==> src/mscg_pkg.sv <==
// Constants shared by both ends of the module standby clock gate
// Functional notes
// - Set stop bit halts module next bus cycle
// - Reads of stopped module return FF
// - Writes to stopped module are discarded
// - Standby entry restores module registers, flags
// - Stopped module pins revert to GPIO
// - Stop DMA/refresh only without bus request
// - Disable module interrupt before stopping it; host masks it in the same cycle
// - Clear stop bit, then reprogram module
// - Keep former serial receive pin input
// - Control register written by CPU only
// - Clock stop bit set floats clock pin
// - Clock stop bit clear drives clock
// - Clock pin state per operating mode
package mscg_pkg;

  // ************************************************************
  // Address map
  // ************************************************************
  localparam logic [7:0] CTRL_OFS      = 8'h00;
  localparam logic [3:0] MOD_WIN_FIRST = 4'h1;
  localparam logic [7:0] HOST_STAT_OFS = 8'hF0;
  localparam logic [7:0] HOST_IRQ_OFS  = 8'hF1;
  localparam logic [7:0] HOST_DIR_OFS  = 8'hF2;

  // ************************************************************
  // Control register layout
  // ************************************************************
  localparam int         MOD_NUM       = 6;
  localparam int         MOD_REG_CNT   = 4;
  localparam int         STOP_LSB      = 0;
  localparam int         MOD_ADC       = 0;
  localparam int         MOD_REFRESH   = 1;
  localparam int         MOD_DMA       = 2;
  localparam int         MOD_SER1      = 3;
  localparam int         MOD_SER0      = 4;
  localparam int         MOD_TIMER     = 5;
  localparam int         CLK_STOP_BIT  = 7;
  localparam logic [7:0] CTRL_RST      = 8'h00;
  localparam logic [7:0] CTRL_WMASK    = 8'hBF;

  // ************************************************************
  // Module register values
  // ************************************************************
  localparam logic [7:0] MOD_REG_INIT  = 8'h00;
  localparam logic [7:0] STOPPED_READ  = 8'hFF;
  localparam int         FLAG_BIT      = 0;
  localparam int         REFUSED_BIT   = 7;

endpackage

==> src/mscg_bus_if.sv <==
// Bus between the control/supporting-module end and the CPU bus end
`timescale 1ns/1ps
`default_nettype none
interface mscg_bus_if;
  logic [7:0] addr;
  logic [7:0] wdata;
  logic       wr;
  logic       rd;
  logic       dma;
  logic [7:0] rdata;
  logic [1:0] busreq;

  modport dev  (input addr, wdata, wr, rd, dma, output rdata, busreq);
  modport host (output addr, wdata, wr, rd, dma, input rdata, busreq);
endinterface
`default_nettype wire

==> src/mscg_dev.sv <==
// Control register, module standby gating and clock output pin
//
// Local design decisions: strobed register access and the register addresses.
`timescale 1ns/1ps
`default_nettype none
module mscg_dev (
  // Clock, reset and enable
  input  wire logic                        core_clk_i,
  input  wire logic                        arst_n_i,
  input  wire logic                        ce_i,
  // CPU bus
  mscg_bus_if.dev                          bus,
  // Supporting module events
  input  wire logic [mscg_pkg::MOD_NUM-1:0] mod_event_i,
  input  wire logic                        dma_busreq_i,
  input  wire logic                        refresh_busreq_i,
  // Operating state
  input  wire logic                        hw_standby_i,
  input  wire logic                        sw_standby_i,
  // Module gating
  output logic [mscg_pkg::MOD_NUM-1:0]     mod_clk_en_o,
  output logic [mscg_pkg::MOD_NUM-1:0]     mod_rst_o,
  output logic [mscg_pkg::MOD_NUM-1:0]     pin_func_en_o,
  output logic [mscg_pkg::MOD_NUM*mscg_pkg::MOD_REG_CNT*8-1:0] mod_reg_o,
  output logic [7:0]                       ctrl_o,
  // System clock output pin
  output logic                             clkout_o,
  output logic                             clkout_oe_o
);
  import mscg_pkg::*;

  // ************************************************************
  // Decode
  // ************************************************************
  logic [7:0]         ctrl_q;
  logic [MOD_NUM-1:0] stop;
  logic [3:0]         win;
  logic [3:0]         sel;
  logic [1:0]         ridx;
  logic               ctrl_hit;
  logic               mod_hit;
  logic               cpu_wr;
  logic [7:0]         rd_d;
  logic [7:0]         rdata_q;
  logic [7:0]         regs_q [MOD_NUM][MOD_REG_CNT];

  assign stop     = ctrl_q[STOP_LSB +: MOD_NUM];
  assign win      = bus.addr[7:4];
  assign sel      = win - MOD_WIN_FIRST;
  assign ridx     = bus.addr[1:0];
  assign ctrl_hit = (bus.addr == CTRL_OFS);
  assign mod_hit  = (win >= MOD_WIN_FIRST) && ({28'h0, sel} < MOD_NUM)
                    && (bus.addr[3:2] == 2'h0);
  assign cpu_wr   = bus.wr && !bus.dma;

  // ************************************************************
  // Control register
  // ************************************************************
  // DMA writes are dropped; DMA reads are answered normally
  always_ff @(posedge core_clk_i or negedge arst_n_i) begin
    if (!arst_n_i) begin
      ctrl_q <= CTRL_RST;
    end else if (ce_i) begin
      if (cpu_wr && ctrl_hit) begin
        ctrl_q <= bus.wdata & CTRL_WMASK;
      end
    end
  end

  assign ctrl_o = ctrl_q;

  // ************************************************************
  // Standby entry
  // ************************************************************
  // A stop bit being written clears its module on that same edge, so the
  // next bus cycle already finds the module at its initial values
  logic [MOD_NUM-1:0] stop_wr;
  logic [MOD_NUM-1:0] halt;

  assign stop_wr = (cpu_wr && ctrl_hit) ? bus.wdata[STOP_LSB +: MOD_NUM] : '0;
  assign halt    = stop | stop_wr;

  // ************************************************************
  // Supporting module registers
  // ************************************************************
  genvar m;
  generate
    for (m = 0; m < MOD_NUM; m++) begin : g_mod
      always_ff @(posedge core_clk_i or negedge arst_n_i) begin
        if (!arst_n_i) begin
          for (int r = 0; r < MOD_REG_CNT; r++) begin
            regs_q[m][r] <= MOD_REG_INIT;
          end
        end else if (ce_i) begin
          for (int r = 0; r < MOD_REG_CNT; r++) begin
            if (halt[m]) begin
              regs_q[m][r] <= MOD_REG_INIT;
            end else begin
              if (bus.wr && mod_hit && (sel == 4'(m)) && (ridx == 2'(r))) begin
                regs_q[m][r] <= bus.wdata;
              end
              // Event flag: a set in the clearing cycle wins
              if ((r == 0) && mod_event_i[m]) begin
                regs_q[m][r][FLAG_BIT] <= 1'b1;
              end
            end
          end
        end
      end

      for (genvar r = 0; r < MOD_REG_CNT; r++) begin : g_reg
        assign mod_reg_o[(m*MOD_REG_CNT+r)*8 +: 8] = regs_q[m][r];
      end
    end
  endgenerate

  // ************************************************************
  // Gating outputs
  // ************************************************************
  assign mod_clk_en_o  = ~stop;
  assign mod_rst_o     = stop;
  assign pin_func_en_o = ~stop;

  // ************************************************************
  // Read path
  // ************************************************************
  always_comb begin
    rd_d = 8'h00;
    if (ctrl_hit) begin
      rd_d = ctrl_q;
    end else if (mod_hit) begin
      if (stop[sel[2:0]]) begin
        rd_d = STOPPED_READ;
      end else begin
        rd_d = regs_q[sel[2:0]][ridx];
      end
    end
  end

  // Read data stand only in the cycle after the strobe
  always_ff @(posedge core_clk_i or negedge arst_n_i) begin
    if (!arst_n_i) begin
      rdata_q <= 8'h00;
    end else if (ce_i) begin
      rdata_q <= bus.rd ? rd_d : 8'h00;
    end
  end

  assign bus.rdata  = rdata_q;
  assign bus.busreq = {dma_busreq_i, refresh_busreq_i};

  // ************************************************************
  // System clock output pin
  // ************************************************************
  // The pin shows the core clock divided by two
  typedef enum logic [1:0] {
    PIN_FLOAT,
    PIN_HIGH,
    PIN_TOGGLE
  } mscg_pin_mode_t;

  mscg_pin_mode_t pin_mode;
  logic           clk_div_q;
  logic           clkout_q;
  logic           clkout_oe_q;

  // The stop bit floats the pin in every operating state
  always_comb begin
    pin_mode = PIN_TOGGLE;
    if (ctrl_q[CLK_STOP_BIT] || hw_standby_i) begin
      pin_mode = PIN_FLOAT;
    end else if (sw_standby_i) begin
      pin_mode = PIN_HIGH;
    end
  end

  always_ff @(posedge core_clk_i or negedge arst_n_i) begin
    if (!arst_n_i) begin
      clk_div_q <= 1'b0;
    end else if (ce_i) begin
      clk_div_q <= ~clk_div_q;
    end
  end

  // Output enable is high while the pin is driven
  always_ff @(posedge core_clk_i or negedge arst_n_i) begin
    if (!arst_n_i) begin
      clkout_oe_q <= 1'b0;
    end else if (ce_i) begin
      case (pin_mode)
        PIN_FLOAT: clkout_oe_q <= 1'b0;
        default:   clkout_oe_q <= 1'b1;
      endcase
    end
  end

  always_ff @(posedge core_clk_i or negedge arst_n_i) begin
    if (!arst_n_i) begin
      clkout_q <= 1'b0;
    end else if (ce_i) begin
      case (pin_mode)
        PIN_HIGH:   clkout_q <= 1'b1;
        PIN_TOGGLE: clkout_q <= ~clk_div_q;
        default:    clkout_q <= 1'b0;
      endcase
    end
  end

  assign clkout_o    = clkout_q;
  assign clkout_oe_o = clkout_oe_q;

endmodule
`default_nettype wire

==> src/flat_wrapper.sv <==
// flat-port wrapper written by rule: the top's interface ports become plain ports
module mscg_dev_flat import mscg_pkg::*;
  (core_clk_i, arst_n_i, ce_i, mod_event_i, dma_busreq_i, refresh_busreq_i, hw_standby_i, sw_standby_i, mod_clk_en_o, mod_rst_o, pin_func_en_o, mod_reg_o, ctrl_o, clkout_o, clkout_oe_o, bus_addr, bus_wdata, bus_wr, bus_rd, bus_dma, bus_rdata, bus_busreq);
  mscg_bus_if bus_i ();
  input  wire logic core_clk_i;
  input  wire logic arst_n_i;
  input  wire logic ce_i;
  input  wire logic [mscg_pkg::MOD_NUM-1:0] mod_event_i;
  input  wire logic dma_busreq_i;
  input  wire logic refresh_busreq_i;
  input  wire logic hw_standby_i;
  input  wire logic sw_standby_i;
  output logic [mscg_pkg::MOD_NUM-1:0] mod_clk_en_o;
  output logic [mscg_pkg::MOD_NUM-1:0] mod_rst_o;
  output logic [mscg_pkg::MOD_NUM-1:0] pin_func_en_o;
  output logic [mscg_pkg::MOD_NUM*mscg_pkg::MOD_REG_CNT*8-1:0] mod_reg_o;
  output logic [7:0] ctrl_o;
  output logic clkout_o;
  output logic clkout_oe_o;
  input wire logic [$bits(bus_i.addr)-1:0] bus_addr;
  input wire logic [$bits(bus_i.wdata)-1:0] bus_wdata;
  input wire logic [$bits(bus_i.wr)-1:0] bus_wr;
  input wire logic [$bits(bus_i.rd)-1:0] bus_rd;
  input wire logic [$bits(bus_i.dma)-1:0] bus_dma;
  output wire logic [$bits(bus_i.rdata)-1:0] bus_rdata;
  output wire logic [$bits(bus_i.busreq)-1:0] bus_busreq;
  assign bus_i.addr = bus_addr;
  assign bus_i.wdata = bus_wdata;
  assign bus_i.wr = bus_wr;
  assign bus_i.rd = bus_rd;
  assign bus_i.dma = bus_dma;
  assign bus_rdata = bus_i.rdata;
  assign bus_busreq = bus_i.busreq;
  mscg_dev u_core (.core_clk_i(core_clk_i), .arst_n_i(arst_n_i), .ce_i(ce_i), .bus(bus_i), .mod_event_i(mod_event_i), .dma_busreq_i(dma_busreq_i), .refresh_busreq_i(refresh_busreq_i), .hw_standby_i(hw_standby_i), .sw_standby_i(sw_standby_i), .mod_clk_en_o(mod_clk_en_o), .mod_rst_o(mod_rst_o), .pin_func_en_o(pin_func_en_o), .mod_reg_o(mod_reg_o), .ctrl_o(ctrl_o), .clkout_o(clkout_o), .clkout_oe_o(clkout_oe_o));
endmodule
==> config.mk <==
export PLATFORM = sky130hd
export DESIGN_NAME = mscg_dev_flat
export DESIGN_NICKNAME = d
export VERILOG_FILES = /design/src/mscg_pkg.sv /design/src/mscg_bus_if.sv /design/src/mscg_dev.sv /design/src/flat_wrapper.sv
export SDC_FILE = /design/constraint.sdc
export NUM_CORES = 1
export LEC_CHECK = 0
export BUFFER_PORTS_ARGS = -buffer_cell sky130_fd_sc_hd__buf_4
export CORE_ASPECT_RATIO = 1.1
export CORE_MARGIN = 4
export CORE_UTILIZATION = 30
export DETAILED_ROUTE_END_ITERATION = 6
export HOLD_SLACK_MARGIN = 0.1
export PLACE_DENSITY = 0.58
export SYNTH_ARGS = -nofsm -noshare
export SYNTH_HDL_FRONTEND = slang
export SYNTH_SLANG_ARGS = --single-unit
export TNS_END_PERCENT = 10
==> constraint.sdc <==
create_clock -name core_clk_i -period 2.1 [get_ports core_clk_i]
set_input_delay 0.105 -clock core_clk_i [delete_from_list [all_inputs] [get_ports core_clk_i]]
set_output_delay 0.105 -clock core_clk_i [all_outputs]
set_load 0.01 [all_outputs]
# Word level (Yosys, flattened, before mapping)
# Index checks and enable logic that the tools add are counted.
dict set report totals {
  register_bits 210
  input_bits 32
  output_inout_bits 230
  elab_cells 230
}
dict set report op_classes {
  addsub 1
  order_cmp 5
  eq_ne 10
  mux 71
  n_bitwise 5
  n_reduce_logical 103
}
# operator n
set op_table {}
lappend op_table {{8-bit 2-to-1 mux} 54}
lappend op_table {{32-bit binary-select mux with 3-bit select} 1}
lappend op_table {{32-bit 2-to-1 mux} 2}
lappend op_table {{2-bit AND reduction} 31}
lappend op_table {{2-bit nonzero test} 24}
lappend op_table {{1-bit logical AND} 35}
lappend op_table {{3-bit nonzero test} 6}
lappend op_table {{8-bit binary-select mux with 2-bit select} 1}
lappend op_table {{4-bit by 2-bit == test with 1-bit output, second input constant} 2}
lappend op_table {{4-bit by 3-bit == test with 1-bit output, second input constant} 2}
lappend op_table {{8-bit logical NOT} 1}
lappend op_table {{1-bit 2-to-1 mux} 8}
lappend op_table {{2-bit == test, second input constant} 3}
lappend op_table {{2-bit logical NOT} 3}
lappend op_table {{6-bit 2-to-1 mux} 1}
lappend op_table {{6-bit inverter} 1}
lappend op_table {{6-bit bitwise OR} 1}
lappend op_table {{2-bit by 1-bit == test with 1-bit output, second input constant} 2}
lappend op_table {{4-bit by 1-bit == test with 1-bit output, second input constant} 1}
lappend op_table {{4-bit by 1-bit >= comparator with 1-bit output, second input constant} 1}
lappend op_table {{4-bit >= comparator, second input constant} 1}
lappend op_table {{4-bit logical NOT} 1}
lappend op_table {{3-bit by 4-bit < comparator with 1-bit output, second input constant} 1}
lappend op_table {{4-bit by 3-bit < comparator with 1-bit output, second input constant} 1}
lappend op_table {{10 further kinds} 11}

# Depth between registers and ports, before layout
dict set report depth {
  ltp_word 12
  ltp_mapped 13
  mapped_depth_nobuf 8
}

# Worst setup path after synthesis
# Ideal clock, no wire load.
dict set report synth_timing {
  kind {input to register}
  start {input port bus_addr[4]}
  end {register u_core.rdata_q[2] (netlist: u_core.bus.rdata[2])}
  setup_ns 0.146
  t_arrival_ns 2.838
  required_ns 1.954
  setup_slack_ns -0.884
  path_stages 12
  path_buffers 5
  cell_sequence {buf_4 -> buf_2 -> buf_2 -> inv_1 -> ha_1 -> clkbuf_1 -> clkbuf_1 -> nor3_1 -> a211oi_1 -> o211ai_1 -> a311oi_1 -> o21ai_0}
}
dict set report synth_between {
  elab_chain_len 12
  elab_cells_between_ends 19
  cone_classes {add/sub: 1; order compare: 2; mux: 12; bitwise: 1; reduce/logical: 3}
}
# item line_no
set synth_rtl {}
lappend synth_rtl {{from (decl)} flat_wrapper.sv:20} ;# input wire logic [$bits(bus_i.addr)-1:0] bus_addr;
lappend synth_rtl {{4-bit by 1-bit subtractor with 4-bit output} mscg_dev.sv:49} ;# assign sel = win - MOD_WIN_FIRST;
lappend synth_rtl {{3-bit inverter with 4-bit output (implied by the code)} mscg_dev.sv:135} ;# rd_d = regs_q[sel[2:0]][ridx];
lappend synth_rtl {{32-bit binary-select mux with 3-bit select} mscg_dev.sv:135}
lappend synth_rtl {{32-bit 2-to-1 mux (implied by the code) (2 in a row)} mscg_dev.sv:135}
lappend synth_rtl {{8-bit binary-select mux with 2-bit select} mscg_dev.sv:135}
lappend synth_rtl {{8-bit 2-to-1 mux (implied by the code) (2 in a row)} mscg_dev.sv:135}
lappend synth_rtl {{8-bit 2-to-1 mux} mscg_dev.sv:132} ;# if (stop[sel[2:0]]) begin
lappend synth_rtl {{8-bit 2-to-1 mux} mscg_dev.sv:131} ;# end else if (mod_hit) begin
lappend synth_rtl {{8-bit 2-to-1 mux *} mscg_dev.sv:129} ;# if (ctrl_hit) begin
lappend synth_rtl {{8-bit 2-to-1 mux *} mscg_dev.sv:145} ;# rdata_q <= bus.rd ? rd_d : 8'h00;
lappend synth_rtl {{to (signal assigned)} mscg_dev.sv:145}
lappend synth_rtl {{to (decl)} mscg_dev.sv:44} ;# logic [7:0] rdata_q;
# Every way passes the cells marked *; elsewhere a longest branch is shown, timed or not. The select of a mux whose other input is x is not followed.
# A chain may end at the register's enable or synchronous reset.

# Worst setup path after layout
dict set report layout_timing {
  start {register u_core.ctrl_q[3] (netlist: u_core.ctrl_o[3])}
  end {register u_core.regs_q, in the netlist u_core.mod_reg_o[113]}
}
dict set report layout_between {
  elab_chain_len 3
  elab_cells_between_ends 4
  cone_classes {mux: 1; bitwise: 1; reduce/logical: 2}
}
# item line_no
set layout_rtl {}
lappend layout_rtl {{from (decl)} mscg_dev.sv:35} ;# logic [7:0] ctrl_q;
lappend layout_rtl {{from (signal assigned)} mscg_dev.sv:65} ;# ctrl_q <= bus.wdata & CTRL_WMASK;
lappend layout_rtl {{6-bit bitwise OR *} mscg_dev.sv:81} ;# assign halt = stop | stop_wr;
lappend layout_rtl {{2-bit nonzero test (no line)} -}
lappend layout_rtl {{2-bit AND reduction (no line)} -}
lappend layout_rtl {{to (signal, indexed assignment)} mscg_dev.sv:100} ;# regs_q[m][r] <= bus.wdata;
lappend layout_rtl {{to (decl)} mscg_dev.sv:45} ;# logic [7:0] regs_q [MOD_NUM][MOD_REG_CNT];
# Every way passes the cells marked *; elsewhere a longest branch is shown, timed or not.

==> flow_summary.toml <==
[yosys]
netlist_area_mm2 = 0.0104
syn-mean-instance-area_um2 = 12.8
syn-instance-count = 810
synth_edf_count = 0
yosysWarningCount = 0
synth-seq-cells = 210
yosysUniqueCellTypes = 54
proportion_of_synthesized_chip_area_in_sequential_cells_pct = 50.5
mappedNetlistNets = 847
synth_async_sr_flop_share_pct = 100
cell_types_with_the_highest_counts_after_synthesis = "dfrtp_1 (210), mux2_2 (186), and2_1 (51), nand2_1 (47), mux4_2 (36)"
synth_top_area_share_pct = 50.5
yosysMostFrequentCell = "dfrtp_1"
netlist_top_cells_area = "dfrtp_1 (50%), mux2_2 (20%), mux4_2 (7.8%), and2_1 (3.1%), mux2i_1 (2.0%)"
synth_flop_cell = "dfrtp_1"
synth_top_area_cell = "dfrtp_1"

[timing]
finalSetupTns_ns = 0
final_report_max_slew_violation_count = 0
hold-worst-slack_ns = 0.121
setup_ws_ns = 0.0851
post-route-period-util_pct = 95.9
finalCriticalPeriod_ns = 2.01
hold_violations = 0
worst_slew_margin_rel_pct = 61.4
fmaxAchievable_mhz = 496
worst_clock_skew_ns = 0.0143
worst-slew-pin-transition_ns = 0.579
grt_setup_unrepaired = "no"
setup_viol = 0

[route]
via_per_inst = 5.24
drt-wirelength-per-cell_um = 25.6
drt_pass1_iterations = 5
antenna_left = 0
finalWirelength_um = 41200
drc = 0
detail_route.iter0.violations = 646
detailroute.via_count = 8438

[pwr]
maximum_vdd_drop_v = 0.000508
power_per_cell_area_mw_per_mm2 = 799
total_leakage_power_nw = 7.13
fin_total_pwr_mw = 11.7

[critical_path]
timing.critical_path.required_ns = 2.49
worstSetupPathType = "reg2reg"
timing.critical_path.buf_inv = 0
path_max_fanout = 8
crit_path_top_delay_cell = "dfrtp_1"
worstSetupStartpointType = "register"
crit_family = "compound AO/OA/AOI/OAI gates"
path_cells = "a21oi_1 > o21ai_1 > nand2_2 > mux2_2"
endpoint_kind = "register"
largest_stage_delay_on_the_critical_path_ns = 0.53
critPathArrivalTime_ns = 2.41

[clock_network]
clockBufferDepth = 3
cts_buffers = 24
clk_pin_slew_ns = 0.06
ctsRootBufferMaster = "clkbuf_16"
cts.htree.levels = 1
cts_num_sinks = 210
post_cts_buffers = 0
tritoncts = "done"
clk_latency_worst_skew_pair_ns = 0.53

[cells_and_area]
design.final.nets = 1196
flow.area_growth_from_synthesis_pct = 40.6
postLayoutCoreUtil_pct = 42.8
count_of_inserted_antenna_diode_cells = 0
post_layout_nonfiller_instances = 1609
drive_above_1_share_pct = 55.0
fillerInstances = 3225
post-route-cell-area_mm2 = 0.0146

[place]
detailed_place_hpwl_um = 31600
place_congestion = 0.889
preCtsSetupSlack_ns = -0.297
placedInstanceArea_mm2 = 0.0137
numPortBuffers = 256
place_inst = 1551

[global_route]
first_global_vias = 8705
grt.total_usage_pct = 21.3
global_route.overflow_total = 0
antenna_found_initial = 1
first_pass_grt_wire_length_um = 59800
grt_max_degree = 52

[floorplanning]
rows = 71
start_util_pct = 30.4
floorplan.io_pins = 262
dieArea_mm2 = 0.0377
core-area_mm2 = 0.0342
floorplan.die.width_um = 186
fp.dieH_um = 203

[run_status]
outcome = "finished clean"

[job]
max_cap_violations = 0

[hold_path]
hold_path.class = "in2async"
## where the power goes
group / internal [mW] / switching (mW) / total [mW]
Sequential: 4.54 / 0.501 / 5.04
Combinational: 1.41 / 1.21 / 2.62
Clock: 2.31 / 1.72 / 4.03
## layer usage
metal | routed length, um | part of all wire (%) | global-route usage [%]
met1 | 17600 | 43 | 29.1
met2 | 19900 | 48 | 35.7
met3 | 3010 | 7.3 | 4.01
met4 | 701 | 1.7 | 4.03
met5 | 0 | 0 | 0
## flip-flops by register name (all words and copies together) (netlist names)
signal and flops:
u_core.clkout_oe_o 1, u_core.clk_div_q 1, u_core.bus.rdata 8, u_core.ctrl_o 7, u_core.clkout_o 1, u_core.mod_reg_o 192
## layout make-up
type / count / area, um2 / area share (%)
clock buffers: 28 / 647 / 4.42
clock inverters: 10 / 95.1 / 0.650
inverters: 10 / 46.3 / 0.316
multi-input cells: 534 / 4910 / 33.6
flip-flops and latches: 210 / 5260 / 35.9
well taps: 438 / 548 / 3.75
repair buffers: 379 / 3130 / 21.4
## cells in the final DEF, fill, tap and decap left out, types with 3 or more instances in the layout
| cell type | Yosys | layout |
|---|---|---|
| nor2b_1 | 3 | 3 |
| dlygate4sd3_1 | 0 | 20 |
| a21oi_1 | 18 | 17 |
| a22oi_1 | 17 | 17 |
| and2_1 | 51 | 51 |
| a221oi_1 | 3 | 3 |
| nor3_1 | 8 | 8 |
| clkinvlp_4 | 0 | 6 |
| a21o_1 | 3 | 3 |
| o21ai_0 | 35 | 31 |
| nor2_1 | 9 | 8 |
| mux2i_1 | 21 | 21 |
| dfrtp_1 | 210 | 210 |
| inv_1 | 9 | 8 |
| o21ai_1 | 12 | 16 |
| nand4_1 | 6 | 6 |
| buf_12 | 0 | 18 |
| o22ai_1 | 5 | 5 |
| nand3_1 | 11 | 11 |
| buf_4 | 16 | 340 |
| mux4_2 | 36 | 36 |
| nand2_1 | 47 | 40 |
| o21bai_1 | 3 | 3 |
| nand2b_1 | 5 | 5 |
| o31ai_1 | 5 | 5 |
| nand2_2 | 9 | 16 |
| mux2_2 | 186 | 185 |
| a31oi_1 | 4 | 4 |
| ha_1 | 5 | 3 |
| clkbuf_16 | 0 | 25 |
## cell families after synthesis
group,after synthesis,synth area share (%)
AOI/OAI and AO/OA,120,7.20
xor gates and xnor gates,3,0.253
adders and majority gates,5,0.601
buffers and inverters,66,3.05
DFF,210,50.5
muxes,243,29.9
other,1,0.0360
and+or+nand+nor,162,8.43
## timing repair
action / in CTS / in global routing
hold endpoints to repair: 248 / 0
endpoints found under the setup margin: 0 / 1
hold buffers: 20 / 0
gates resized for setup: 0 / 3
## worst paths after layout
check	start	to	slack, ns	cells after the start
min reg2reg	u_core.clk_div_q	u_core.clk_div_q	0.48	1
min	arst_n_i	u_core.mod_reg_o[155]	0.12	2
min in group core_clk_i	refresh_busreq_i	bus_busreq[0]	0.21	0
max reg2reg	u_core.ctrl_o[3]	u_core.mod_reg_o[113]	0.09	4
max in group asynchronous	arst_n_i	u_core.mod_reg_o[29]	1.29	3
max	u_core.ctrl_o[3]	u_core.mod_reg_o[113]	0.09	4
(Power assumes the default switching activity.)
